<file path="src/rtl/dskip_pkg.sv">
/*
  constants for the decrement-and-skip execution block: opcode fields,
  addressing limits, quarter-cycle phases and reset values.
  assumes nothing of its surroundings; shared by every design file.
*/
package dskip_pkg;

    // instruction word layout
    localparam int unsigned OPC_MSB = 15; // top of the opcode field
    localparam int unsigned OPC_LSB = 10; // bottom of the opcode field
    localparam int unsigned DEST_BIT = 9; // destination select bit
    localparam int unsigned ACC_BIT = 8; // access bank select bit
    localparam int unsigned FILE_MSB = 7; // top of the file address

    // opcodes of the two variants, upper six bits of the word
    localparam logic [5:0] OPC_SKIP_ZERO = 6'h0b; // 0010 11
    localparam logic [5:0] OPC_SKIP_NONZERO = 6'h13; // 0100 11

    // addressing
    localparam logic [7:0] INDEXED_MAX = 8'h5f; // indexed offset limit, 95
    localparam logic [7:0] ACCESS_SPLIT = 8'h80; // access bank lower/upper split
    localparam logic [3:0] ACCESS_LOW_BANK = 4'h0; // bank of the lower access half
    localparam logic [3:0] ACCESS_HIGH_BANK = 4'hf; // bank of the upper access half

    // quarter-cycle phases of one instruction cycle
    localparam logic [1:0] PH_Q1 = 2'h0; // decode
    localparam logic [1:0] PH_Q2 = 2'h1; // read register
    localparam logic [1:0] PH_Q3 = 2'h2; // process data
    localparam logic [1:0] PH_Q4 = 2'h3; // write destination
    localparam int unsigned CLKS_PER_CYCLE = 4; // clocks per instruction cycle

    // reset values
    localparam logic [1:0] PHASE_RESET = 2'h0; // phase counter after reset
    localparam logic [11:0] ADDR_RESET = 12'h000; // data address after reset
    localparam logic [7:0] DATA_RESET = 8'h00; // data outputs after reset

    // execution states
    typedef enum logic [1:0] {
        ST_EXEC,
        ST_NOP_FIRST,
        ST_NOP_SECOND
    } exec_state_t;

endpackage

</file>
<file path="src/rtl/operand_address.sv">
/*
  operand address former: turns the file field, access bit and bank
  select into a 12-bit data address. purely combinational.
  assumes the bank select and index base are stable during a cycle.
*/
`timescale 1ns/10ps
module operand_address #(
    parameter int unsigned ADDR_W = 12 // data address width
) (
    input wire logic [7:0] file_addr, // file field of the instruction
    input wire logic access_sel, // 0 access bank, 1 banked
    input wire logic ext_set_en, // extended instruction set enabled
    input wire logic [3:0] bank_select_register, // bank for banked operands
    input wire logic [ADDR_W-1:0] index_base, // base for indexed literal offset
    output logic [ADDR_W-1:0] operand_addr, // resulting data address
    output logic indexed // indexed mode was used
);

    // elaboration-time guard: the bank and access splits assume 12 bits
    if (ADDR_W != 12) begin : g_width_check
        $error("operand_address: only a 12-bit data space is served");
    end

    // address selection; indexed mode outranks the plain access bank
    always_comb begin
        indexed = 1'b0;
        if (access_sel) begin
            operand_addr = {bank_select_register, file_addr};
        end else if (ext_set_en && (file_addr <= dskip_pkg::INDEXED_MAX)) begin
            indexed = 1'b1;
            // wraps within the data space on purpose
            operand_addr = index_base + {4'h0, file_addr};
        end else if (file_addr < dskip_pkg::ACCESS_SPLIT) begin
            operand_addr = {dskip_pkg::ACCESS_LOW_BANK, file_addr};
        end else begin
            operand_addr = {dskip_pkg::ACCESS_HIGH_BANK, file_addr};
        end
    end

endmodule // operand_address

</file>
<file path="src/rtl/decrement_skip_exec.sv">
/*
  execution logic for the decrement-and-skip byte instructions of an
  8-bit core: decode, operand read, decrement, write-back and the forced
  no-operation cycles of a skip.
  assumes the fetch path presents the instruction word from the first
  quarter of each cycle on, and data memory answers a read within the
  same quarter (read data valid in the quarter that the read strobe is high).
*/
`timescale 1ns/10ps
// What this block does
// - decrement file register, result to accumulator or file
// - nonzero variant skips next instruction on nonzero
// - access bit selects access or banked operand
// - indexed offset when extended, access, address below 60h
// - decode nonzero variant from opcode 0100 11
// - decode zero variant 0010 11, skip on zero
// - skipped two-word instruction costs a second nop
module decrement_skip_exec (
    input wire logic clk, // core clock, four per instruction cycle
    input wire logic rst_n, // synchronous reset, active low
    input wire logic [15:0] instr_word, // fetched instruction word
    input wire logic next_two_word, // prefetched next instruction is two words
    input wire logic ext_set_en, // extended instruction set enabled
    input wire logic [3:0] bank_select_register, // current bank select
    input wire logic [11:0] index_base, // base for indexed literal offset
    input wire logic [7:0] mem_rd_data, // data memory read data
    output logic [1:0] phase_q, // current quarter, 0 is the first
    output logic hit_q, // one of our instructions is executing
    output logic nop_q, // this cycle is a forced no-operation
    output logic flush_q, // discard the fetched instruction, one clock pulse
    output logic [11:0] mem_addr_q, // data memory address
    output logic mem_rd_q, // data memory read strobe
    output logic mem_wr_q, // data memory write strobe
    output logic [7:0] mem_wr_data_q, // data memory write data
    output logic wreg_wr_q, // accumulator write strobe
    output logic [7:0] wreg_data_q, // accumulator write data
    output logic flags_wr_q, // status flag write strobe, held low
    output logic pc_words_q // program words taken by this instruction
);

    // per-instruction latched decode
    logic [1:0] phase_d;
    dskip_pkg::exec_state_t state_q, state_d;
    logic hit_d, nop_d, flush_d;
    logic is_nonzero_q, is_nonzero_d; // which variant is executing
    logic dest_q, dest_d; // destination bit of the instruction
    logic [7:0] file_q, file_d; // file field of the instruction
    logic access_q, access_d; // access bit of the instruction
    logic [7:0] result_q, result_d; // decremented operand
    logic skip_q, skip_d; // skip decided in the third quarter
    logic [11:0] mem_addr_d;
    logic mem_rd_d, mem_wr_d, wreg_wr_d, pc_words_d;
    logic [7:0] mem_wr_data_d, wreg_data_d;

    // decode of the word on the fetch path
    logic [5:0] opcode; // upper six bits of the word
    logic match_zero, match_nonzero; // variant matches
    logic [11:0] operand_addr; // address from the former

    assign opcode = instr_word[dskip_pkg::OPC_MSB:dskip_pkg::OPC_LSB];
    assign match_zero = (opcode == dskip_pkg::OPC_SKIP_ZERO);
    assign match_nonzero = (opcode == dskip_pkg::OPC_SKIP_NONZERO);

    // address former works off the latched fields, so a fetch that
    // changes the word mid-cycle cannot move the operand address
    operand_address #(
        .ADDR_W(12)
    ) u_addr (
        .file_addr(file_q),
        .access_sel(access_q),
        .ext_set_en(ext_set_en),
        .bank_select_register(bank_select_register),
        .index_base(index_base),
        .operand_addr(operand_addr),
        .indexed()
    );

    // next-state logic for the whole instruction cycle
    always_comb begin
        phase_d = phase_q + 2'h1; // free-running quarter divider
        state_d = state_q;
        hit_d = hit_q;
        nop_d = nop_q;
        flush_d = 1'b0;
        is_nonzero_d = is_nonzero_q;
        dest_d = dest_q;
        file_d = file_q;
        access_d = access_q;
        result_d = result_q;
        skip_d = skip_q;
        mem_addr_d = mem_addr_q;
        mem_rd_d = 1'b0;
        mem_wr_d = 1'b0;
        mem_wr_data_d = mem_wr_data_q;
        wreg_wr_d = 1'b0;
        wreg_data_d = wreg_data_q;
        pc_words_d = pc_words_q;
        unique case (phase_q)
            dskip_pkg::PH_Q1: begin
                // decode, or burn a quarter of a forced nop
                unique case (state_q)
                    dskip_pkg::ST_EXEC: begin
                        hit_d = match_zero || match_nonzero;
                        nop_d = 1'b0;
                        skip_d = 1'b0;
                        is_nonzero_d = match_nonzero;
                        dest_d = instr_word[dskip_pkg::DEST_BIT];
                        access_d = instr_word[dskip_pkg::ACC_BIT];
                        file_d = instr_word[dskip_pkg::FILE_MSB:0];
                        // one program word; the next word is never claimed
                        pc_words_d = 1'b1;
                    end
                    dskip_pkg::ST_NOP_FIRST, dskip_pkg::ST_NOP_SECOND: begin
                        // the prefetched word is thrown away unexecuted
                        hit_d = 1'b1;
                        nop_d = 1'b1;
                    end
                endcase
            end
            dskip_pkg::PH_Q2: begin
                // read register f
                if ((state_q == dskip_pkg::ST_EXEC) && hit_q) begin
                    mem_addr_d = operand_addr;
                    mem_rd_d = 1'b1;
                end
            end
            dskip_pkg::PH_Q3: begin
                // process data: decrement and decide the skip
                if ((state_q == dskip_pkg::ST_EXEC) && hit_q) begin
                    result_d = mem_rd_data - 8'h01;
                    if (is_nonzero_q) begin
                        skip_d = (mem_rd_data != 8'h01);
                    end else begin
                        skip_d = (mem_rd_data == 8'h01);
                    end
                end
            end
            dskip_pkg::PH_Q4: begin
                // write destination and pick the next cycle's role
                unique case (state_q)
                    dskip_pkg::ST_EXEC: begin
                        if (hit_q) begin
                            if (dest_q) begin
                                mem_wr_d = 1'b1;
                                mem_wr_data_d = result_q;
                            end else begin
                                wreg_wr_d = 1'b1;
                                wreg_data_d = result_q;
                            end
                            if (skip_q) begin
                                flush_d = 1'b1;
                                state_d = dskip_pkg::ST_NOP_FIRST;
                            end
                        end
                    end
                    dskip_pkg::ST_NOP_FIRST: begin
                        // a skipped two-word instruction needs a second nop
                        if (next_two_word) begin
                            flush_d = 1'b1;
                            state_d = dskip_pkg::ST_NOP_SECOND;
                        end else begin
                            state_d = dskip_pkg::ST_EXEC;
                        end
                    end
                    dskip_pkg::ST_NOP_SECOND: begin
                        state_d = dskip_pkg::ST_EXEC;
                    end
                endcase
            end
        endcase
    end

    // registers; flag strobe is tied low in reset and never raised,
    // so no arithmetic flag moves for either variant
    always_ff @(posedge clk) begin
        if (!rst_n) begin
            phase_q <= dskip_pkg::PHASE_RESET;
            state_q <= dskip_pkg::ST_EXEC;
            hit_q <= 1'b0;
            nop_q <= 1'b0;
            flush_q <= 1'b0;
            is_nonzero_q <= 1'b0;
            dest_q <= 1'b1;
            file_q <= dskip_pkg::DATA_RESET;
            access_q <= 1'b1;
            result_q <= dskip_pkg::DATA_RESET;
            skip_q <= 1'b0;
            mem_addr_q <= dskip_pkg::ADDR_RESET;
            mem_rd_q <= 1'b0;
            mem_wr_q <= 1'b0;
            mem_wr_data_q <= dskip_pkg::DATA_RESET;
            wreg_wr_q <= 1'b0;
            wreg_data_q <= dskip_pkg::DATA_RESET;
            flags_wr_q <= 1'b0;
            pc_words_q <= 1'b1;
        end else begin
            phase_q <= phase_d;
            state_q <= state_d;
            hit_q <= hit_d;
            nop_q <= nop_d;
            flush_q <= flush_d;
            is_nonzero_q <= is_nonzero_d;
            dest_q <= dest_d;
            file_q <= file_d;
            access_q <= access_d;
            result_q <= result_d;
            skip_q <= skip_d;
            mem_addr_q <= mem_addr_d;
            mem_rd_q <= mem_rd_d;
            mem_wr_q <= mem_wr_d;
            mem_wr_data_q <= mem_wr_data_d;
            wreg_wr_q <= wreg_wr_d;
            wreg_data_q <= wreg_data_d;
            flags_wr_q <= 1'b0;
            pc_words_q <= pc_words_d;
        end
    end

endmodule // decrement_skip_exec

</file>
<file path="config.mk">
export PLATFORM = sky130hd
export DESIGN_NAME = decrement_skip_exec
export DESIGN_NICKNAME = d
export VERILOG_FILES = /design/src/rtl/dskip_pkg.sv /design/src/rtl/operand_address.sv /design/src/rtl/decrement_skip_exec.sv
export SDC_FILE = /design/constraint.sdc
export NUM_CORES = 1
export LEC_CHECK = 0
export ABC_CLOCK_PERIOD_IN_PS = 4700
export BUFFER_PORTS_ARGS = -buffer_cell sky130_fd_sc_hd__buf_2
export CORE_MARGIN = 1
export CORE_UTILIZATION = 30
export CTS_CLUSTER_DIAMETER = 80
export DETAILED_ROUTE_END_ITERATION = 10
export MAX_ROUTING_LAYER = met4
export PLACE_DENSITY_LB_ADDON = 0.3
export SLEW_MARGIN = 40
export SYNTH_ARGS = -nofsm -noshare
export SYNTH_HDL_FRONTEND = slang
export SYNTH_SLANG_ARGS = --single-unit
</file>
<file path="constraint.sdc">
create_clock -name clk -period 4.7 [get_ports clk]
set_input_delay 0.705 -clock clk [delete_from_list [all_inputs] [get_ports clk]]
set_output_delay 0.705 -clock clk [all_outputs]
set_load 0.02 [all_outputs]
</file>
==> impl_metrics.yaml, run 1 <==
run_status:
  outcome: "complete, no violations"
critical_path:
  cp_data_required_time_ps: 4950
  r2r-start: "file_q[0]"
  crit_chain: "buf_2 -> ha_1 -> inv_1 -> fa_1 -> nor2b_4 -> o31a_1 -> o22ai_2 -> or4_1 -> o211ai_1"
  worst-endpoint-arrival_ps: 2450
  reg2reg_slack_ps: 2570
  rr_endpoint: "mem_addr_q[8]"
  reg2reg_depth: 8
  crit_path_max_fanout: 4
  critPathSlowestCell: "fa_1"
  critPathMaxStageDelay_ps: 420
  critPathCaptureType: "register"
  startpoint_type: "input port"
  critPathKind: "input port to register"
global_route:
  grt_overflow: 0
  grt_pass1_wl_um: 12200
  use_met3: 0.0324
  use_met1: 0.207
  grt_max_degree: 23
  top_usage_layer: "met2"
  grt_pass1_vias: 2624
  grt_use_total: 0.159
  use_met2: 0.245
  antenna_found_initial: 0
die:
  start_util: 0.308
  row_count: 36
  coreArea_mm2: 0.00968
  die_y_um: 102
  ios: 82
  die_w_um: 102
  dieArea_mm2: 0.0103
synth:
  synth-edff-count: 0
  ys_async_sr_fraction: 0
  synth_nets: 431
  synth-seq-cells: 58
  synthesis.area_mm2: 0.00298
  syn_area_per_cell_um2: 8.06
  yosys_warnings: 0
  synth_seq_area_share: 0.389
  yosysUniqueCellTypes: 49
  syn_inst: 370
  synth_ff_type: "dfxtp_1"
placed_design:
  hpwl_um: 5770
  dp_slack_ps: 2170
  gp_congestion: 0.879
  port_buffers: 79
  dp.cells: 563
timing:
  rsz0062_at_grt: "false"
  period_minus_slack_ps: 2200
  hold_viol: 0
  fin_crit_sh: 0.468
  fmax_mhz: 455
  setup_slack_ps: 2500
  slew_headroom: 0.561
  worst_clock_skew_ps: 9.65
  tightest_slew_ps: 657
  tns_ps: 0
  holdWs_ps: 458
  setup_viol: 0
  slew_viol_final: 0
detailed_routing:
  first_pass_iters: 4
  wire_per_inst_um: 13.3
  first_iter_violations: 91
  via_count: 2745
  ant_nets: 0
  routed_wl_um: 7700
  viasPerCell: 4.74
  drc: 0
power_and_ir_drop:
  max-vdd-ir-drop_mv: 0.140
  total_leakage_power_uw: 0.00155
  cellPowerDensity_mw_per_mm2: 319
clock_tree:
  numCtsBuffers: 9
  clockBufferDepth: 2
  root_buffer: "clkbuf_8"
  cts_hold_buf: 0
  clock_sink_count: 58
  cts_tree: "yes"
  cts_resized: 0
  cts_setup_buffers: 0
  htree_levels: 3
  insertion_delay_ps: 340
  clkTransAtPathRegs_ps: 80
cells_and_area:
  instances_no_fill: 579
  synthToLayoutAreaGrowth_pct: 22.2
  diodes: 0
  fin_nets: 502
  final_layout_size_suffix_gt1_frac: 0.235
run:
  maxCapViolations: 0
min_path:
  hold_depth: 2
  hold_path.class: "register to register"
  whs_endpoint: "wreg_data_q[1]"
  hp-start: "wreg_data_q[1]"
state kept, by name, indices dropped and copies added (netlist names):
| name | flops |
|---|---|
| state_q | 2 |
| access_q | 1 |
| nop_q | 1 |
| mem_wr_q | 1 |
| mem_rd_q | 1 |
| file_q | 8 |
| hit_q | 1 |
| wreg_wr_q | 1 |
| dest_q | 1 |
| phase_q | 2 |
| result_q | 8 |
| is_nonzero_q | 1 |
| mem_wr_data_q | 8 |
| flush_q | 1 |
| wreg_data_q | 8 |
| mem_addr_q | 12 |
| skip_q | 1 |
critical path: cells and delay by family:
family	cells	cell delay, ps
AO/OA/AOI/OAI	3	450
adder cells (fa/ha/maj)	2	600
buffers and inverters	2	150
AND/OR/NAND/NOR	2	550
report_power, final:
part           internal, µW  leakage [µW]  total, µW  switching (µW)
Sequential              508      0.000471        525            16.9
Combinational          68.4      0.000989        175             106
Clock                   244     0.0000954        462             218
Total                   820       0.00155       1160             341
final cells by class:
class                           instances  area [µm²]
Fill cell                            1033        6040
Multi-Input combinational cell        277        1670
Sequential cell                        58        1160
Timing Repair Buffer                   80         403
Tap cell                              133         166
Clock buffer                            9         124
Clock inverter                          7        68.8
Inverter                               15        56.3
cell usage after synthesis, drive strengths merged (2+ instances only):
cell type / number / area share
a211oi: 12 / 0.030
a21boi: 6 / 0.015
a21o: 2 / 0.0050
a21oi: 36 / 0.060
a311oi: 4 / 0.012
and2: 6 / 0.013
and3: 6 / 0.013
buf: 10 / 0.021
clkbuf: 10 / 0.013
conb: 2 / 0.0025
dfxtp: 58 / 0.39
ha: 16 / 0.067
inv: 15 / 0.019
mux2i: 5 / 0.017
nand2: 74 / 0.093
nand2b: 3 / 0.0063
nand3: 7 / 0.012
nor2: 31 / 0.039
nor2b: 6 / 0.015
nor3: 7 / 0.012
nor4: 3 / 0.0063
o211ai: 4 / 0.010
o21ai: 17 / 0.030
o221ai: 2 / 0.0059
o22ai: 2 / 0.0063
o41ai: 2 / 0.011
or2: 2 / 0.0042
xnor2: 6 / 0.018
xor2: 3 / 0.0088
kinds of logic (layout without fill, tap and decap cells):
logic type,after synthesis,after routing,share of synthesized area
compound gates,95,95,0.214
xor+xnor,9,9,0.0264
fa+ha+maj,17,17,0.0738
buf+inv,35,111,0.0524
flops,58,58,0.389
mux,6,6,0.0206
other cells,2,2,0.00252
simple gates,148,148,0.221
metal layers:
metal / routed length [µm] / part of all wire
met2: 3460 / 0.45
met4: 102 / 0.013
met5: 0 / 0
met1: 3830 / 0.50
met3: 307 / 0.040
metrics by stage:
stage                      util  instance area (µm²)  total power (µW)
after floorplan               -                 2980               655
after global placement    0.356                 3450               708
after detailed placement  0.356                 3450               711
after CTS                 0.376                 3640              1170
after global routing      0.376                 3640              1220
final                     0.376                 3640              1160
worst max-delay path by stage:
stage / endpoint / slack, ps / startpoint / cells after the start
6_report: mem_addr_q[8] / 2500 / index_base[0] / 9
5_1_grt: mem_addr_q[8] / 2340 / state_q[1] / 6
4_1_cts: mem_addr_q[8] / 2510 / index_base[0] / 9
3_5_place_dp: mem_addr_q[8] / 2170 / index_base[0] / 9
3_3_place_gp: mem_addr_q[8] / 2230 / index_base[0] / 9
2_1_floorplan: mem_addr_q[8] / 2420 / index_base[0] / 8
layout by cell type, fill, tap and decap left out, drive strengths merged, types with 2 or more instances in the layout:
cell type	Yosys	routed
a211oi	12	12
a21boi	6	6
a21o	2	2
a21oi	36	36
a311oi	4	4
and2	6	6
and3	6	6
buf	10	80
clkbuf	10	9
clkinv	0	3
clkinvlp	0	2
conb	2	2
dfxtp	58	58
ha	16	16
inv	15	16
mux2i	5	5
nand2	74	74
nand2b	3	3
nand3	7	7
nor2	31	31
nor2b	6	6
nor3	7	7
nor4	3	3
o211ai	4	4
o21ai	17	17
o221ai	2	2
o22ai	2	2
o41ai	2	2
or2	2	2
xnor2	6	6
xor2	3	3
No activity file was read; power rests on OpenSTA's default activity.
==> inputs of run 2 (changes only) <==
- ABC_CLOCK_PERIOD_IN_PS: 4700 -> 2000
- clock period: 4.7 -> 2 ns (I/O delays scaled with it)
==> run 2 against run 1 <==
  * Clock skew fell by 3.3 ps
  * Sequential share of layout area fell by 1.3 points
  * Power rose by 130%
  * Register-to-register slack got worse by 2500 ps
  * Wire length rose by 3.3%
  * Die area did not move
  * Critical endpoint unchanged
  * Critical path depth fell by 1
  * First-iteration DRC count rose by 5.5%
  * Worst setup slack got worse by 2400 ps
==> impl_metrics.yaml, run 2 (synthesized netlist as in run 1, its figures left out) <==
global_route:
  grt_overflow: 0
  grt_max_degree: 33
  grt_pass1_wl_um: 12600
  antenna_found_initial: 0
  grt_pass1_vias: 2611
  grt_use_total: 0.164
placed_design:
  port_buffers: 79
  gp_congestion: 0.916
  hpwl_um: 5960
  placedInstanceArea_mm2: 0.00358
  dp_slack_ps: -81.0
timing:
  setup_slack_ps: 73.1
  period_minus_slack_ps: 1930
  worst_clock_skew_ps: 6.31
  slew_viol_final: 0
  rsz0062_at_grt: "true"
  holdWs_ps: 179
  fin_crit_sh: 0.963
  fmax_mhz: 519
  hold_viol: 0
  setup_viol: 0
power_and_ir_drop:
  max-vdd-ir-drop_mv: 0.262
  p_sw_frac: 0.303
  p_int_uw: 1840
  p_seq_frac: 0.468
  p_comb_frac: 0.175
  p_sw_uw: 798
  power_uw: 2630
  cellPowerDensity_mw_per_mm2: 692
  clkPwrFrac: 0.358
  total_leakage_power_uw: 0.00164
detailed_routing:
  routed_wl_um: 7950
  viasPerCell: 4.74
  dr_wl_met3_um: 408
  wire_per_inst_um: 13.3
  first_pass_iters: 4
  ant_nets: 0
  first_iter_violations: 96
  wl_met1_um: 3990
  via_count: 2828
  top_layer: "met4"
  met2WireLength_um: 3510
  drc: 0
clock_tree:
  htree_levels: 3
  insertion_delay_ps: 330
  clkTransAtPathRegs_ps: 70
  clockBufferDepth: 2
  numCtsBuffers: 9
  cts_tree: "yes"
  root_buffer: "clkbuf_8"
  clock_sink_count: 58
die:
  ios: 82
  dieArea_mm2: 0.0103
  die_w_um: 102
  start_util: 0.308
  row_count: 36
  die_y_um: 102
  coreArea_mm2: 0.00968
cells_and_area:
  final_area_mm2: 0.00380
  final_common_cell: "buf_2"
  finish.utilization: 0.393
  regMostFlops: "mem_addr_q"
  synthToLayoutAreaGrowth_pct: 27.5
  final_cell_mix: "buf_2, nand2_1, dfxtp_1"
  fin_nets: 520
  diodes: 0
  largest_register_ffs: 12
  final_layout_size_suffix_gt1_frac: 0.280
critical_path:
  worst-endpoint-arrival_ps: 2190
  cp_data_required_time_ps: 2260
  crit_path_max_fanout: 4
  critPathKind: "register to register"
  critPathSlowestCell: "or4_4"
  crit_chain: "ha_4 -> inv_2 -> fa_2 -> nor2b_4 -> o31a_1 -> o22ai_2 -> or4_4 -> o211ai_1"
  critPathCaptureType: "register"
  cp_num_buf_inv: 1
  startpoint_type: "register"
  critPathMaxStageDelay_ps: 410
  cpLargestDelayFamily: "simple AND/OR/NAND/NOR gates"
min_path:
  hold_path.class: "input port to register"
run:
  maxCapViolations: 0
run_status:
  outcome: "complete, no violations"
-- run 2: cell types whose count changed in the layout (fill, tap and decap cells not counted), sizes merged --
cell and change:
clkinv +1, inv -1, buf +18, clkinvlp +1, bufinv -1
-- run 2: what timing repair did --
action | 4_1_cts | 5_1_grt
buffers inserted | 1 | 1
endpoints found under the hold margin | 0 | 0
pin swaps | 1 | 7
hold buffers | 0 | 0
endpoints found under the setup margin | 1 | 5
resized for setup | 1 | 7
gates cloned | 0 | 0
-- run 2: final cells by class --
cell class,instances,area (µm²)
Sequential cell,58,1160
Clock buffer,9,124
Inverter,15,56.3
Clock inverter,7,46.3
Multi-Input combinational cell,277,1700
Fill cell,1000,5880
Tap cell,133,166
Timing Repair Buffer,98,551
-- run 2: path summary, 6_finish.rpt --
check,startpoint,endpoint,slack (ps),depth (start not counted)
worst max-delay path,file_q[0],mem_addr_q[8],70,8
worst max register to register,file_q[0],mem_addr_q[8],70,8
worst min-delay path,instr_word[8],access_q,180,3
worst min register to register,wreg_data_q[1],wreg_data_q[1],460,2
-- run 2: worst register-to-register path, delay by kind of cell (launching register included) --
| kind | cells | cell delay [ps] |
|---|---|---|
| fa+ha+maj | 2 | 510 |
| compound gates | 3 | 400 |
| simple gates | 2 | 540 |
| flops | 1 | 360 |
| buf+inv | 1 | 40 |
-- run 2: layer usage --
layer / global-route usage / vias up
met5: - / -
met4: 0.0535 / 0
met3: 0.0393 / 6
met2: 0.241 / 69
met1: 0.220 / 1301
li1: - / 1452
-- run 2: power by group through the flow --
stage / combinational (µW) / sequential, µW / clock [µW]
finish: 460 / 1230 / 942
global route: 512 / 1240 / 1040
CTS: 453 / 1230 / 978
detailed placement: 448 / 1260 / 0
global placement: 445 / 1250 / 0
floorplan: 274 / 1270 / 0
-- run 2: through the flow --
| step | TNS [ps] | cells |
|---|---|---|
| after floorplan | 0 | 370 |
| after global placement | -42.5 | 579 |
| after detailed placement | -107 | 579 |
| after CTS | 0 | 596 |
| after global routing | -90.9 | 597 |
| final | 0 | 597 |
==> inputs of run 3 (changes only) <==
- CORE_UTILIZATION: 30 -> 47
==> run 3 against run 2 <==
  * Core utilization is 24 points higher
  * Count of clock-buffer cells in the layout stayed put
  * Wire length is 9.1% lower
  * Die area is 36% lower
  * Worst setup slack better by 4.1 ps
  * Design area is 0.23% lower
  * Clock skew is 2.6 ps higher
  * First-iteration DRC count is 54% higher
==> impl_metrics.yaml, run 3 (synthesized netlist as in run 1, its figures left out) <==
detailed_routing:
  ant_nets: 0
  drc: 0
  wl_met1_um: 3370
  met2WireLength_um: 3390
  routed_wl_um: 7220
  dr_wl_met3_um: 410
  wire_per_inst_um: 13.4
  first_iter_violations: 148
  viasPerCell: 5.26
  via_count: 2842
  first_pass_iters: 5
  top_layer: "met4"
cells_and_area:
  fin_nets: 521
  regMostFlops: "mem_addr_q"
  final_area_mm2: 0.00379
  final_layout_size_suffix_gt1_frac: 0.280
  diodes: 0
  final_common_cell: "buf_2"
  synthToLayoutAreaGrowth_pct: 27.2
  fillers: 523
  instances_no_fill: 540
  final_cell_mix: "buf_2, nand2_1, dfxtp_1"
  largest_register_ffs: 12
critical_path:
  cp_data_required_time_ps: 2260
  critPathMaxStageDelay_ps: 420
  critPathKind: "register to register"
  critPathSlowestCell: "or4_1"
  worst-endpoint-arrival_ps: 2180
  startpoint_type: "register"
  critPathCaptureType: "register"
  reg2reg_depth: 8
  crit_chain: "ha_4 -> inv_2 -> fa_2 -> nor2b_4 -> o31a_1 -> o22ai_2 -> or4_1 -> o211ai_1"
  crit_path_max_fanout: 4
run_status:
  outcome: "complete, no violations"
power_and_ir_drop:
  max-vdd-ir-drop_mv: 0.497
  total_leakage_power_uw: 0.00168
  cellPowerDensity_mw_per_mm2: 802
timing:
  hold_viol: 0
  tns_ps: 0
  period_minus_slack_ps: 1920
  fin_crit_sh: 0.961
  setup_viol: 0
  worst_clock_skew_ps: 8.88
  fmax_mhz: 520
  rsz0062_at_grt: "true"
  slew_viol_final: 0
global_route:
  grt_pass1_wl_um: 11300
  antenna_found_initial: 0
  grt_pass1_vias: 2493
  grt_max_degree: 20
  grt_use_total: 0.233
  grt_overflow: 0
die:
  ios: 82
  dieArea_mm2: 0.00667
  die_y_um: 81.7
  die_w_um: 81.7
  row_count: 28
  start_util: 0.495
  coreArea_mm2: 0.00603
clock_tree:
  cts_tree: "yes"
  root_buffer: "clkbuf_8"
  htree_levels: 3
  insertion_delay_ps: 340
  cts_hold_buf: 0
  clockBufferDepth: 2
  clkTransAtPathRegs_ps: 70
  numCtsBuffers: 9
  clock_sink_count: 58
placed_design:
  dp.cells: 521
  hpwl_um: 5490
  gp_congestion: 0.858
  placedInstanceArea_mm2: 0.00350
  port_buffers: 79
min_path:
  hold_path.class: "input port to register"
  hold_depth: 3
run:
  maxCapViolations: 0
==> run 3: changes by cell type in the layout (fill, tap and decap cells not counted) <==
| cell | before | now |
|---|---|---|
| bufinv_16 | 0 | 3 |
| clkinv_2 | 3 | 0 |
| clkinvlp_4 | 3 | 0 |
| buf_4 | 18 | 20 |
| inv_6 | 0 | 2 |
| buf_12 | 1 | 0 |
| clkinv_4 | 1 | 2 |
| ha_1 | 14 | 15 |
| ha_4 | 2 | 1 |
| o221ai_1 | 2 | 1 |
| o221ai_2 | 0 | 1 |
| or4_1 | 0 | 1 |
| or4_4 | 1 | 0 |
==> run 3: cell type report <==
| cell class | instances | area, µm² | area share |
|---|---|---|---|
| Clock buffer | 9 | 124 | 0.0326 |
| Clock inverter | 7 | 125 | 0.0330 |
| Inverter | 15 | 56.3 | 0.0148 |
| Multi-Input combinational cell | 277 | 1690 | 0.444 |
| Sequential cell | 58 | 1160 | 0.307 |
| Tap cell | 75 | 93.8 | 0.0247 |
| Timing Repair Buffer | 99 | 546 | 0.144 |
==> run 3: where the power goes <==
group	switching, µW	internal (µW)
registers	38.7	1190
clock network	517	840
logic	259	192
total	815	2230
==> run 3: per-stage QoR <==
step	power (µW)	utilization	hold slack [ps]	worst slack (ps)
finish	3040	0.630	200	77.2
global route	3170	0.630	193	-17.3
detailed placement	1690	0.581	446	-75.3
floorplan	1540	-	396	84.5
CTS	3030	0.624	195	22.2
global placement	1680	0.581	441	-4.97
==> run 3: what timing repair did <==
item | 4_1_cts | 5_1_grt
pin swaps | 1 | 5
buffers inserted | 1 | 2
setup endpoints to repair | 1 | 4
gates resized for setup | 1 | 6
==> run 3: routing by layer <==
layer / track usage / up-vias
met5: - / -
met3: 0.0567 / 8
met1: 0.290 / 1301
li1: - / 1456
met2: 0.378 / 77
met4: 0.0579 / 0
==> run 3: final timing paths <==
check	from	end	slack (ps)
setup / recovery	file_q[0]	mem_addr_q[8]	80
hold / removal	instr_word[0]	file_q[0]	200
setup reg to reg	file_q[0]	mem_addr_q[8]	80
hold reg to reg	wreg_data_q[1]	wreg_data_q[1]	450
==> run 3: worst max-delay path, delay by kind of cell, from the launching register on <==
family | cells | cell delay, ps
AND/OR/NAND/NOR | 2 | 540
adder cells (fa/ha/maj) | 2 | 500
AO/OA/AOI/OAI | 3 | 410
flip-flops | 1 | 350
buffers and inverters | 1 | 40
